$ cat config.mk
export PLATFORM = sky130hd
export DESIGN_NAME = stap_top
export DESIGN_NICKNAME = d
export VERILOG_FILES = /design/src/hdl/stap_pkg.sv /design/src/hdl/stap_sync.sv /design/src/hdl/stap_buf.sv /design/src/hdl/stap_top.sv
export SDC_FILE = /design/constraint.sdc
export NUM_CORES = 1
export LEC_CHECK = 0
export BUFFER_PORTS_ARGS = -buffer_cell sky130_fd_sc_hd__buf_4
export CAP_MARGIN = 20
export CORE_MARGIN = 5
export CORE_UTILIZATION = 60
export DETAILED_ROUTE_END_ITERATION = 10
export GPL_TIMING_DRIVEN = 0
export PLACE_DENSITY_LB_ADDON = 0.25
export SLEW_MARGIN = 20
export SYNTH_ARGS = -nofsm -noshare
export SYNTH_HDL_FRONTEND = slang
export SYNTH_SLANG_ARGS = --single-unit
$ cat constraint.sdc
create_clock -name i_core_clk -period 5.23 [get_ports i_core_clk]
set_input_delay 0.7845 -clock i_core_clk [delete_from_list [all_inputs] [get_ports i_core_clk]]
set_output_delay 0.7845 -clock i_core_clk [all_outputs]
set_load 0.02 [all_outputs]
$ cat src/hdl/stap_pkg.sv
// shared constants and types of the scan test access port
// assumes a single core clock; the scan pins arrive asynchronous to it
package stap_pkg;

	// ****************************************
	// widths and fixed patterns
	// ****************************************
	localparam int STAP_IR_W = 8;
	localparam int STAP_DR_W = 8;
	localparam int STAP_SYNC_STAGES = 2;
	localparam logic [STAP_IR_W-1:0] STAP_IR_CAPTURE = 8'h81;
	localparam logic [STAP_IR_W-1:0] STAP_IR_BYPASS = 8'hFF;
	localparam logic [STAP_IR_W-1:0] STAP_IR_RESET = 8'hFF;
	localparam logic [STAP_DR_W-1:0] STAP_DR_RESET = 8'h00;
	localparam logic STAP_BYP_CAPTURE = 1'b0;

	// ****************************************
	// types
	// ****************************************
	typedef enum logic [3:0] {
		ST_TLR, ST_RTI, ST_SEL_DR, ST_CAP_DR, ST_SHIFT_DR, ST_EXIT1_DR, ST_PAUSE_DR, ST_EXIT2_DR,
		ST_UPD_DR, ST_SEL_IR, ST_CAP_IR, ST_SHIFT_IR, ST_EXIT1_IR, ST_PAUSE_IR, ST_EXIT2_IR, ST_UPD_IR
	} stap_state_t;

	typedef struct packed {
		logic tck;
		logic tms;
		logic tdi;
	} stap_pins_t;

	typedef struct packed {
		logic tdo;
		logic tdo_oe_n;
	} stap_tdo_t;

endpackage : stap_pkg

$ cat src/hdl/stap_sync.sv
// two flip-flop synchroniser for a bundle of asynchronous levels
// assumes each bit is a slowly changing level relative to the core clock
`timescale 1ns/10ps
module stap_sync #(
	parameter int W = 1
) (
	// clock and reset
	input wire logic i_core_clk,
	input wire logic i_resetn,
	// levels
	input wire logic [W-1:0] i_async,
	output logic [W-1:0] o_sync
);
	import stap_pkg::*;

	logic [W-1:0] meta_q;

	always_ff @(posedge i_core_clk or negedge i_resetn) begin
		if (!i_resetn) begin
			meta_q <= '0;
			o_sync <= '0;
		end else begin
			meta_q <= i_async;
			o_sync <= meta_q;
		end
	end

endmodule : stap_sync

$ cat src/hdl/stap_buf.sv
// two-entry buffer with registered output and a skid entry
// assumes producer and consumer sit on the core clock
`timescale 1ns/10ps
module stap_buf #(
	parameter int W = 8
) (
	// clock and reset
	input wire logic i_core_clk,
	input wire logic i_resetn,
	// fill side
	input wire logic i_in_valid,
	input wire logic [W-1:0] i_in_data,
	output logic o_in_ready,
	// drain side
	output logic o_out_valid,
	output logic [W-1:0] o_out_data,
	input wire logic i_out_ready
);
	import stap_pkg::*;

	logic skid_v_q;
	logic [W-1:0] skid_q;
	logic accept;
	logic drain;

	assign o_in_ready = !skid_v_q;
	assign accept = i_in_valid && !skid_v_q;
	assign drain = !o_out_valid || i_out_ready;

	always_ff @(posedge i_core_clk or negedge i_resetn) begin
		if (!i_resetn) begin
			o_out_valid <= 1'b0;
			o_out_data <= '0;
			skid_v_q <= 1'b0;
			skid_q <= '0;
		end else if (drain) begin
			if (skid_v_q) begin
				o_out_data <= skid_q;
				o_out_valid <= 1'b1;
				skid_v_q <= 1'b0;
			end else if (accept) begin
				o_out_data <= i_in_data;
				o_out_valid <= 1'b1;
			end else begin
				o_out_valid <= 1'b0;
			end
		end else if (accept) begin
			// head stalled: park the word in the second entry
			skid_q <= i_in_data;
			skid_v_q <= 1'b1;
		end
	end

endmodule : stap_buf

$ cat src/hdl/stap_top.sv
// scan test access port: tap controller, instruction register, bypass and one data register
// assumes tck, tms, tdi and the sampled inputs are asynchronous and far slower than i_core_clk
`timescale 1ns/10ps
module stap_top (
	// clock and reset
	input wire logic i_core_clk,
	input wire logic i_resetn,
	// scan pins
	input wire stap_pkg::stap_pins_t i_pins,
	output logic o_tdo,
	output logic o_tdo_oe_n,
	// normal-function inputs sampled by the data register
	input wire logic [stap_pkg::STAP_DR_W-1:0] i_sys_in,
	// parallel output stage
	output logic [stap_pkg::STAP_DR_W-1:0] o_upd_data,
	output logic [stap_pkg::STAP_IR_W-1:0] o_ir,
	// updated words towards the user
	output logic o_word_valid,
	output logic [stap_pkg::STAP_DR_W-1:0] o_word_data,
	input wire logic i_word_ready
);
	import stap_pkg::*;

	// ****************************************
	// functions
	// ****************************************
	function automatic stap_state_t tap_next(input stap_state_t s, input logic tms);
		stap_state_t n;
		n = ST_TLR;
		case (s)
			ST_TLR: n = tms ? ST_TLR : ST_RTI;
			ST_RTI: n = tms ? ST_SEL_DR : ST_RTI;
			ST_SEL_DR: n = tms ? ST_SEL_IR : ST_CAP_DR;
			ST_CAP_DR: n = tms ? ST_EXIT1_DR : ST_SHIFT_DR;
			ST_SHIFT_DR: n = tms ? ST_EXIT1_DR : ST_SHIFT_DR;
			ST_EXIT1_DR: n = tms ? ST_UPD_DR : ST_PAUSE_DR;
			ST_PAUSE_DR: n = tms ? ST_EXIT2_DR : ST_PAUSE_DR;
			ST_EXIT2_DR: n = tms ? ST_UPD_DR : ST_SHIFT_DR;
			ST_UPD_DR: n = tms ? ST_SEL_DR : ST_RTI;
			ST_SEL_IR: n = tms ? ST_TLR : ST_CAP_IR;
			ST_CAP_IR: n = tms ? ST_EXIT1_IR : ST_SHIFT_IR;
			ST_SHIFT_IR: n = tms ? ST_EXIT1_IR : ST_SHIFT_IR;
			ST_EXIT1_IR: n = tms ? ST_UPD_IR : ST_PAUSE_IR;
			ST_PAUSE_IR: n = tms ? ST_EXIT2_IR : ST_PAUSE_IR;
			ST_EXIT2_IR: n = tms ? ST_UPD_IR : ST_SHIFT_IR;
			ST_UPD_IR: n = tms ? ST_SEL_DR : ST_RTI;
			default: n = ST_TLR;
		endcase
		return n;
	endfunction : tap_next

	function automatic logic is_bypass(input logic [STAP_IR_W-1:0] ir);
		return ir == STAP_IR_BYPASS;
	endfunction : is_bypass

	// ****************************************
	// pin synchronisation and tck edges
	// ****************************************
	logic [STAP_DR_W+2:0] sync_out;
	logic s_tck;
	logic s_tms;
	logic s_tdi;
	logic [STAP_DR_W-1:0] s_sys;
	logic tck_prev_q;
	logic tck_rise;
	logic tck_fall;

	stap_sync #(
		.W(STAP_DR_W + 3)
	) u_sync (
		.i_core_clk(i_core_clk),
		.i_resetn(i_resetn),
		.i_async({i_pins.tck, i_pins.tms, i_pins.tdi, i_sys_in}),
		.o_sync(sync_out)
	);

	assign s_tck = sync_out[STAP_DR_W+2];
	assign s_tms = sync_out[STAP_DR_W+1];
	assign s_tdi = sync_out[STAP_DR_W];
	assign s_sys = sync_out[STAP_DR_W-1:0];

	always_ff @(posedge i_core_clk or negedge i_resetn) begin
		if (!i_resetn) begin
			tck_prev_q <= 1'b0;
		end else begin
			tck_prev_q <= s_tck;
		end
	end

	assign tck_rise = s_tck && !tck_prev_q;
	assign tck_fall = !s_tck && tck_prev_q;

	// ****************************************
	// tap controller
	// ****************************************
	stap_state_t state_q;

	always_ff @(posedge i_core_clk or negedge i_resetn) begin
		if (!i_resetn) begin
			state_q <= ST_TLR;
		end else if (tck_rise) begin
			state_q <= tap_next(state_q, s_tms);
		end
	end

	// ****************************************
	// data-register strobes shared by bypass and data paths
	// ****************************************
	logic cap_dr_rise;
	logic shift_dr_rise;

	// tms and tdi come from the same sync stage as tck, so both are settled here
	assign cap_dr_rise = tck_rise && state_q == ST_CAP_DR;
	assign shift_dr_rise = tck_rise && state_q == ST_SHIFT_DR;

	// ****************************************
	// instruction register
	// ****************************************
	logic [STAP_IR_W-1:0] ir_sr_q;
	logic bypass_sel;

	always_ff @(posedge i_core_clk or negedge i_resetn) begin
		if (!i_resetn) begin
			ir_sr_q <= STAP_IR_RESET;
		end else if (tck_rise) begin
			case (state_q)
				ST_CAP_IR: ir_sr_q <= STAP_IR_CAPTURE;
				ST_SHIFT_IR: ir_sr_q <= {s_tdi, ir_sr_q[STAP_IR_W-1:1]};
				default: ir_sr_q <= ir_sr_q;
			endcase
		end
	end

	always_ff @(posedge i_core_clk or negedge i_resetn) begin
		if (!i_resetn) begin
			o_ir <= STAP_IR_RESET;
		end else if (tck_fall) begin
			if (state_q == ST_TLR) begin
				o_ir <= STAP_IR_RESET;
			end else if (state_q == ST_UPD_IR) begin
				o_ir <= ir_sr_q;
			end
		end
	end

	assign bypass_sel = is_bypass(o_ir);

	// ****************************************
	// bypass and data registers
	// ****************************************
	logic byp_q;
	logic [STAP_DR_W-1:0] dr_sr_q;

	always_ff @(posedge i_core_clk or negedge i_resetn) begin
		if (!i_resetn) begin
			byp_q <= STAP_BYP_CAPTURE;
		end else if (bypass_sel) begin
			if (cap_dr_rise) begin
				byp_q <= STAP_BYP_CAPTURE;
			end else if (shift_dr_rise) begin
				byp_q <= s_tdi;
			end
		end
	end

	always_ff @(posedge i_core_clk or negedge i_resetn) begin
		if (!i_resetn) begin
			dr_sr_q <= STAP_DR_RESET;
		end else if (!bypass_sel) begin
			if (cap_dr_rise) begin
				dr_sr_q <= s_sys;
			end else if (shift_dr_rise) begin
				dr_sr_q <= {s_tdi, dr_sr_q[STAP_DR_W-1:1]};
			end
		end
	end

	// ****************************************
	// tdo driver, falling edge only
	// ****************************************
	// serial data holds its last bit while the driver is off
	always_ff @(posedge i_core_clk or negedge i_resetn) begin
		if (!i_resetn) begin
			o_tdo <= 1'b0;
		end else if (tck_fall) begin
			case (state_q)
				ST_SHIFT_IR: o_tdo <= ir_sr_q[0];
				ST_SHIFT_DR: o_tdo <= bypass_sel ? byp_q : dr_sr_q[0];
				default: o_tdo <= o_tdo;
			endcase
		end
	end

	// driver off on every fall outside the two shift states, pause included
	always_ff @(posedge i_core_clk or negedge i_resetn) begin
		if (!i_resetn) begin
			o_tdo_oe_n <= 1'b1;
		end else if (tck_fall) begin
			case (state_q)
				ST_SHIFT_IR: o_tdo_oe_n <= 1'b0;
				ST_SHIFT_DR: o_tdo_oe_n <= 1'b0;
				default: o_tdo_oe_n <= 1'b1;
			endcase
		end
	end

	// ****************************************
	// parallel output stage and word hand-off
	// ****************************************
	logic push_q;
	logic buf_in_ready;
	logic upd_take;

	// a pending word blocks the stage: the update is dropped rather than overwrite it
	assign upd_take = tck_fall && state_q == ST_UPD_DR && !bypass_sel && !push_q;

	always_ff @(posedge i_core_clk or negedge i_resetn) begin
		if (!i_resetn) begin
			o_upd_data <= STAP_DR_RESET;
		end else if (upd_take) begin
			o_upd_data <= dr_sr_q;
		end
	end

	// a word still waiting for the buffer holds the stage; set wins over clear
	always_ff @(posedge i_core_clk or negedge i_resetn) begin
		if (!i_resetn) begin
			push_q <= 1'b0;
		end else if (upd_take) begin
			push_q <= 1'b1;
		end else if (buf_in_ready) begin
			push_q <= 1'b0;
		end
	end

	stap_buf #(
		.W(STAP_DR_W)
	) u_buf (
		.i_core_clk(i_core_clk),
		.i_resetn(i_resetn),
		.i_in_valid(push_q),
		.i_in_data(o_upd_data),
		.o_in_ready(buf_in_ready),
		.o_out_valid(o_word_valid),
		.o_out_data(o_word_data),
		.i_out_ready(i_word_ready)
	);

endmodule : stap_top

### Word-level counts from Yosys, hierarchy flattened

Index checks and enable logic that the tools add are counted.

* memories kept: 0
* latch bits: 0
* ROM bits: 0
* RAM bits: 0
* input port bits: 14
* register bits after elaboration: 81

* bitwise gates (word level): 2
* multiplexer cells: 31
* order comparisons: 0
* div/mod/pow operators: 0
* equality and inequality tests: 17
* add/subtract/negate cells: 0
* shift operators: 0
* multipliers: 0
* reductions and logical operators: 33

Operators by type and width (number)
* $mux 8: 6
* $pmux 4 s12: 1
* $eq 4x4->1 const B: 8
* $eq 4x3->1 const B: 4
* $mux 4: 4
* $pmux 8 s2: 1
* $reduce_and 2->1: 7
* $mux 1: 13
* $reduce_bool 2->1: 6
* $eq 4x2->1 const B: 2
* $eq 8x8->1 const B: 1
* $logic_and 1x1->1: 8
* $logic_not 1->1: 6
* $mux 2: 3
* $mux 3: 2
* $reduce_or 2->1: 3
* $eq 4x1->1 const B: 1
* $logic_not 4->1: 1
* $reduce_or 3->1: 1
* $ne 2x2->1 const B: 1
* $not 1->1: 2
* $pmux 1 s2: 1
* $logic_or 1x1->1: 1

### Depth between registers and ports, before layout

* depth after elaboration: 6
* depth in mapped cells: 6
* gate-level depth less buffers: 4

### Hierarchy

From an unflattened synthesis, not the netlist that was laid out.

* cells, all modules: 269
* area, all modules: 3382.0 µm²

Modules (own cells, without submodules)
* stap_top: seq. area each 1047.3 µm², area each 2045.7 µm², instances 1, cells each 196
* stap_buf: seq. area each 450.4 µm², area each 785.8 µm², instances 1, cells each 51
* stap_sync: seq. area each 550.5 µm², area each 550.5 µm², instances 1, cells each 22

### Worst setup path after synthesis

Ideal clock, no wire load.

* path type: input-to-reg
* start point: input i_word_ready
* end point: register u_buf.skid_q[0]
* required time: 5.105 ns
* stages on the path: 3
* data arrival time: 1.784 ns
* library setup time: 0.125 ns
* setup slack: 3.321 ns
* path through: nand2b_1 -> nor3b_2 -> mux2_2

* word-level cells in the longest chain between the ends: 3

RTL lines
* start: declaration: line stap_top.sv:20 `input wire logic i_word_ready`
* $logic_or 1x1->1: line stap_buf.sv:28 `assign drain = !o_out_valid || i_out_ready;`
* $not 1->1 (no source line)
* $reduce_and 2->1 (no source line)
* end signal: assignment: line stap_buf.sv:49 `skid_q <= i_in_data;`
* end: declaration: line stap_buf.sv:22 `logic [W-1:0] skid_q;`

No other way between the ends.
A chain may end at the register's enable or synchronous reset.

### Worst setup path after layout

* start point: register tck_prev_q
* end point: register dr_sr_q[4]

* word-level cells in the longest chain between the ends: 5
* elaborated cells between the ends (all ways): 7

RTL lines
* start: declaration: line stap_top.sv:64 `logic tck_prev_q;`
* start signal: assignment: line stap_top.sv:86 `tck_prev_q <= s_tck;`
* $logic_not 1->1 (*): line stap_top.sv:90 `assign tck_rise = s_tck && !tck_prev_q;`
* $logic_and 1x1->1 (*): line stap_top.sv:90
* $logic_and 1x1->1, on equally long branches: line stap_top.sv:113, stap_top.sv:114
* $reduce_bool 2->1 (no source line)
* $reduce_and 2->1 (no source line)
* end signal: assignment: line stap_top.sv:171 `dr_sr_q <= s_sys;`
* end signal: assignment: line stap_top.sv:173 `dr_sr_q <= {s_tdi, dr_sr_q[STAP_DR_W-1:1]};`
* end: declaration: line stap_top.sv:152 `logic [STAP_DR_W-1:0] dr_sr_q;`

Mark *: on every way between the ends. The rest lies on a longest branch, timed or not.

==> flow_summary.json <==
{
  "status": "completed",
  "stdcell_area_um2": 3979,
  "port_buffers": 40,
  "drtPass1Iterations": 4,
  "maxCapViolations": 0,
  "synth_cells": 276,
  "ys_top_cells_by_area": "dfrtp_1, dfstp_2, mux2_2",
  "max_freq_mhz": 498.2,
  "antenna_found_initial": 0,
  "avgSynthCellArea_um2": 12.26,
  "hold_viol": 0,
  "fillCellCount": 388,
  "yosys_most_used_dff": "dfrtp_1",
  "cpPeakStageDelay_ns": 0.59,
  "syn-num-nets": 290,
  "drt-vias-per-instance": 5.616,
  "synth_top_area_cell": "dfrtp_1",
  "clockBufferDepth": 2,
  "leakage_nw": 1.807,
  "cts_tree": "done",
  "cts_setup_buffers": 0,
  "numCtsBuffers": 9,
  "synth_warnings": 0,
  "yosysSeqAreaShare": 0.6052,
  "fin_util": 0.7226,
  "p_total_w": 0.002030,
  "worst_hold_slack_ns": 0.3527,
  "finalClockSkew_ns": 0.01163,
  "vias": 2269,
  "num_antenna_cells": 0,
  "cp-start-kind": "flip-flop",
  "ff_latch_area_um2": 2048,
  "die_w_um": 85.11,
  "syn-cell-area_um2": 3384,
  "rsz0062_at_grt": "no",
  "slew_viol_final": 0,
  "cts_hold_buffers": 0,
  "first_iter_violations": 115,
  "clkLatencyLatePin_ns": 0.35,
  "layout-drive-gt1-share": 0.3584,
  "grt-ovfl-total": 0,
  "wl_per_cell_um": 15.54,
  "worstSetupPathType": "flip-flop to flip-flop",
  "ys_ff_latch": 81,
  "path_max_fanout": 9,
  "drc": 0,
  "grt_pass1_wl_mm": 10.54,
  "dieArea_um2": 7243,
  "crit_chain": "nand2b_4, nor4_4, mux2_2, mux2_1",
  "yosysUniqueCellTypes": 45,
  "synth_edf_count": 0,
  "grt_pass1_vias": 2247,
  "relSlewSlack": 0.5345,
  "rows": 27,
  "critical_path.slowest_cell": "nor4_4",
  "routed_wl_mm": 6.277,
  "tns_ns": 0,
  "root_buffer": "clkbuf_8",
  "ioPinCount": 41,
  "area_growth_pct": 17.56,
  "final_cell_mix": "dfrtp_1, buf_4, nor2_1, mux2_2, nand2_1",
  "grt_use_total": 0.1855,
  "synth.top_cell.area_share": 0.4732,
  "initial_core_util": 0.6146,
  "ys_async_sr_fraction": 1.000,
  "hold_class": "flip-flop to flip-flop",
  "worst_pin_slew_ns": 0.6983,
  "placed_area_um2": 3775,
  "clkTransAtPathRegs_ns": 0.08,
  "period_needed_ns": 2.007,
  "nets": 341,
  "die_y_um": 85.11,
  "grt_max_degree": 82,
  "required_ns": 5.46,
  "multiInputGateArea_um2": 1235,
  "ir_worst_vdd_mv": 0.4471,
  "crit_arrival_ns": 2.24,
  "fin_crit_sh": 0.3838,
  "place.gp.congestion": 0.8038,
  "ant_nets": 0,
  "hpwl_mm": 4.285,
  "core_region_area_um2": 5507,
  "setup_viol": 0,
  "cp-end-kind": "flip-flop",
  "final_common_cell": "dfrtp_1",
  "p_per_area_nw_per_um2": 510.3,
  "cts.sinks": 81,
  "h-tree-depth": 3,
  "ctsResizeCount": 0
}
## metal layers
| metal | GRT usage | share of wire | up-vias |
|---|---|---|---|
| met5 | 0 | 0 | - |
| li1 | - | - | 1071 |
| met3 | 0.05631 | 0.063 | 12 |
| met1 | 0.2510 | 0.47 | 1122 |
| met2 | 0.2790 | 0.45 | 64 |
| met4 | 0.07914 | 0.021 | 0 |
## sequential cells by signal, indices dropped and copies added, names as in the netlist
| signal | cells |
|---|---|
| o_tdo_oe_n | 1 |
| u_buf.o_out_valid | 1 |
| state_q | 4 |
| o_upd_data | 8 |
| u_buf.skid_v_q | 1 |
| tck_prev_q | 1 |
| byp_q | 1 |
| u_buf.skid_q | 8 |
| dr_sr_q | 8 |
| u_sync.o_sync | 11 |
| push_q | 1 |
| u_buf.o_out_data | 8 |
| u_sync.meta_q | 11 |
| ir_sr_q | 8 |
| o_tdo | 1 |
| o_ir | 8 |
## per-stage QoR
step	worst slack, ns	std cells
floorplan	3.321	276
global placement	3.053	388
detailed placement	3.012	388
CTS	3.200	404
global route	3.141	404
finish	3.223	404
## cells in the mapped netlist (2+ instances only)
cell type,count
nand2_1,19
mux2_1,8
nor2_1,31
o21a_1,2
nand3_1,12
nor3_1,3
nand4_1,4
a21oi_1,18
a22oi_1,2
a32oi_1,2
dfstp_2,17
mux2_2,25
a31oi_1,3
nor3b_2,2
inv_1,6
o21ai_0,6
nor2b_1,2
mux2i_1,9
o32ai_1,2
clkbuf_1,4
and3_1,2
a21oi_2,2
nand2b_1,2
dfrtp_1,64
o211ai_1,3
buf_2,6
buf_6,2
## worst max-delay path, delay by kind of cell (launching register included)
kind / cells / cell delay (ns)
flops: 1 / 0.40
simple gates: 2 / 0.78
mux: 2 / 0.71
## worst paths after layout
check / start / endpoint / slack (ns) / cells after the start
max: tck_prev_q$_DFF_PN0_ / dr_sr_q[4]$_DFFE_PN0P_ / 3.22 / 4
min: u_sync.meta_q[6]$_DFF_PN0_ / u_sync.o_sync[6]$_DFF_PN0_ / 0.35 / 0
max reg2reg: tck_prev_q$_DFF_PN0_ / dr_sr_q[4]$_DFFE_PN0P_ / 3.22 / 4
min reg2reg: u_sync.meta_q[6]$_DFF_PN0_ / u_sync.o_sync[6]$_DFF_PN0_ / 0.35 / 0
max in group asynchronous: i_resetn / u_sync.o_sync[10]$_DFF_PN0_ / 4.29 / 1
min in group asynchronous: i_resetn / u_buf.o_out_data[5]$_DFFE_PN0P_ / 0.45 / 1
## cell families after synthesis
| group | count (synthesis) | synth area share |
|---|---|---|
| AO/OA/AOI/OAI | 48 | 0.09686 |
| AND/OR/NAND/NOR | 85 | 0.1316 |
| flip-flops | 81 | 0.6052 |
| multiplexers | 42 | 0.1364 |
| buffers and inverters | 20 | 0.02994 |
## area by class of cell
type,count,share of cell area
clock inverter,7,0.01918
buffer,14,0.01981
clock buffer,9,0.03113
sequential,81,0.5148
inverter,6,0.005660
timing repair buffer,40,0.07642
tap,72,0.02264
multi-input combinational,175,0.3104
## power by group
part / leakage, nW / switching (W) / internal (W)
Clock: 0.0966 / 0.000233 / 0.000224
Combinational: 0.714 / 0.000397 / 0.000287
Sequential: 0.997 / 0.000106 / 0.000782
No activity file was read; power rests on OpenSTA's default activity.
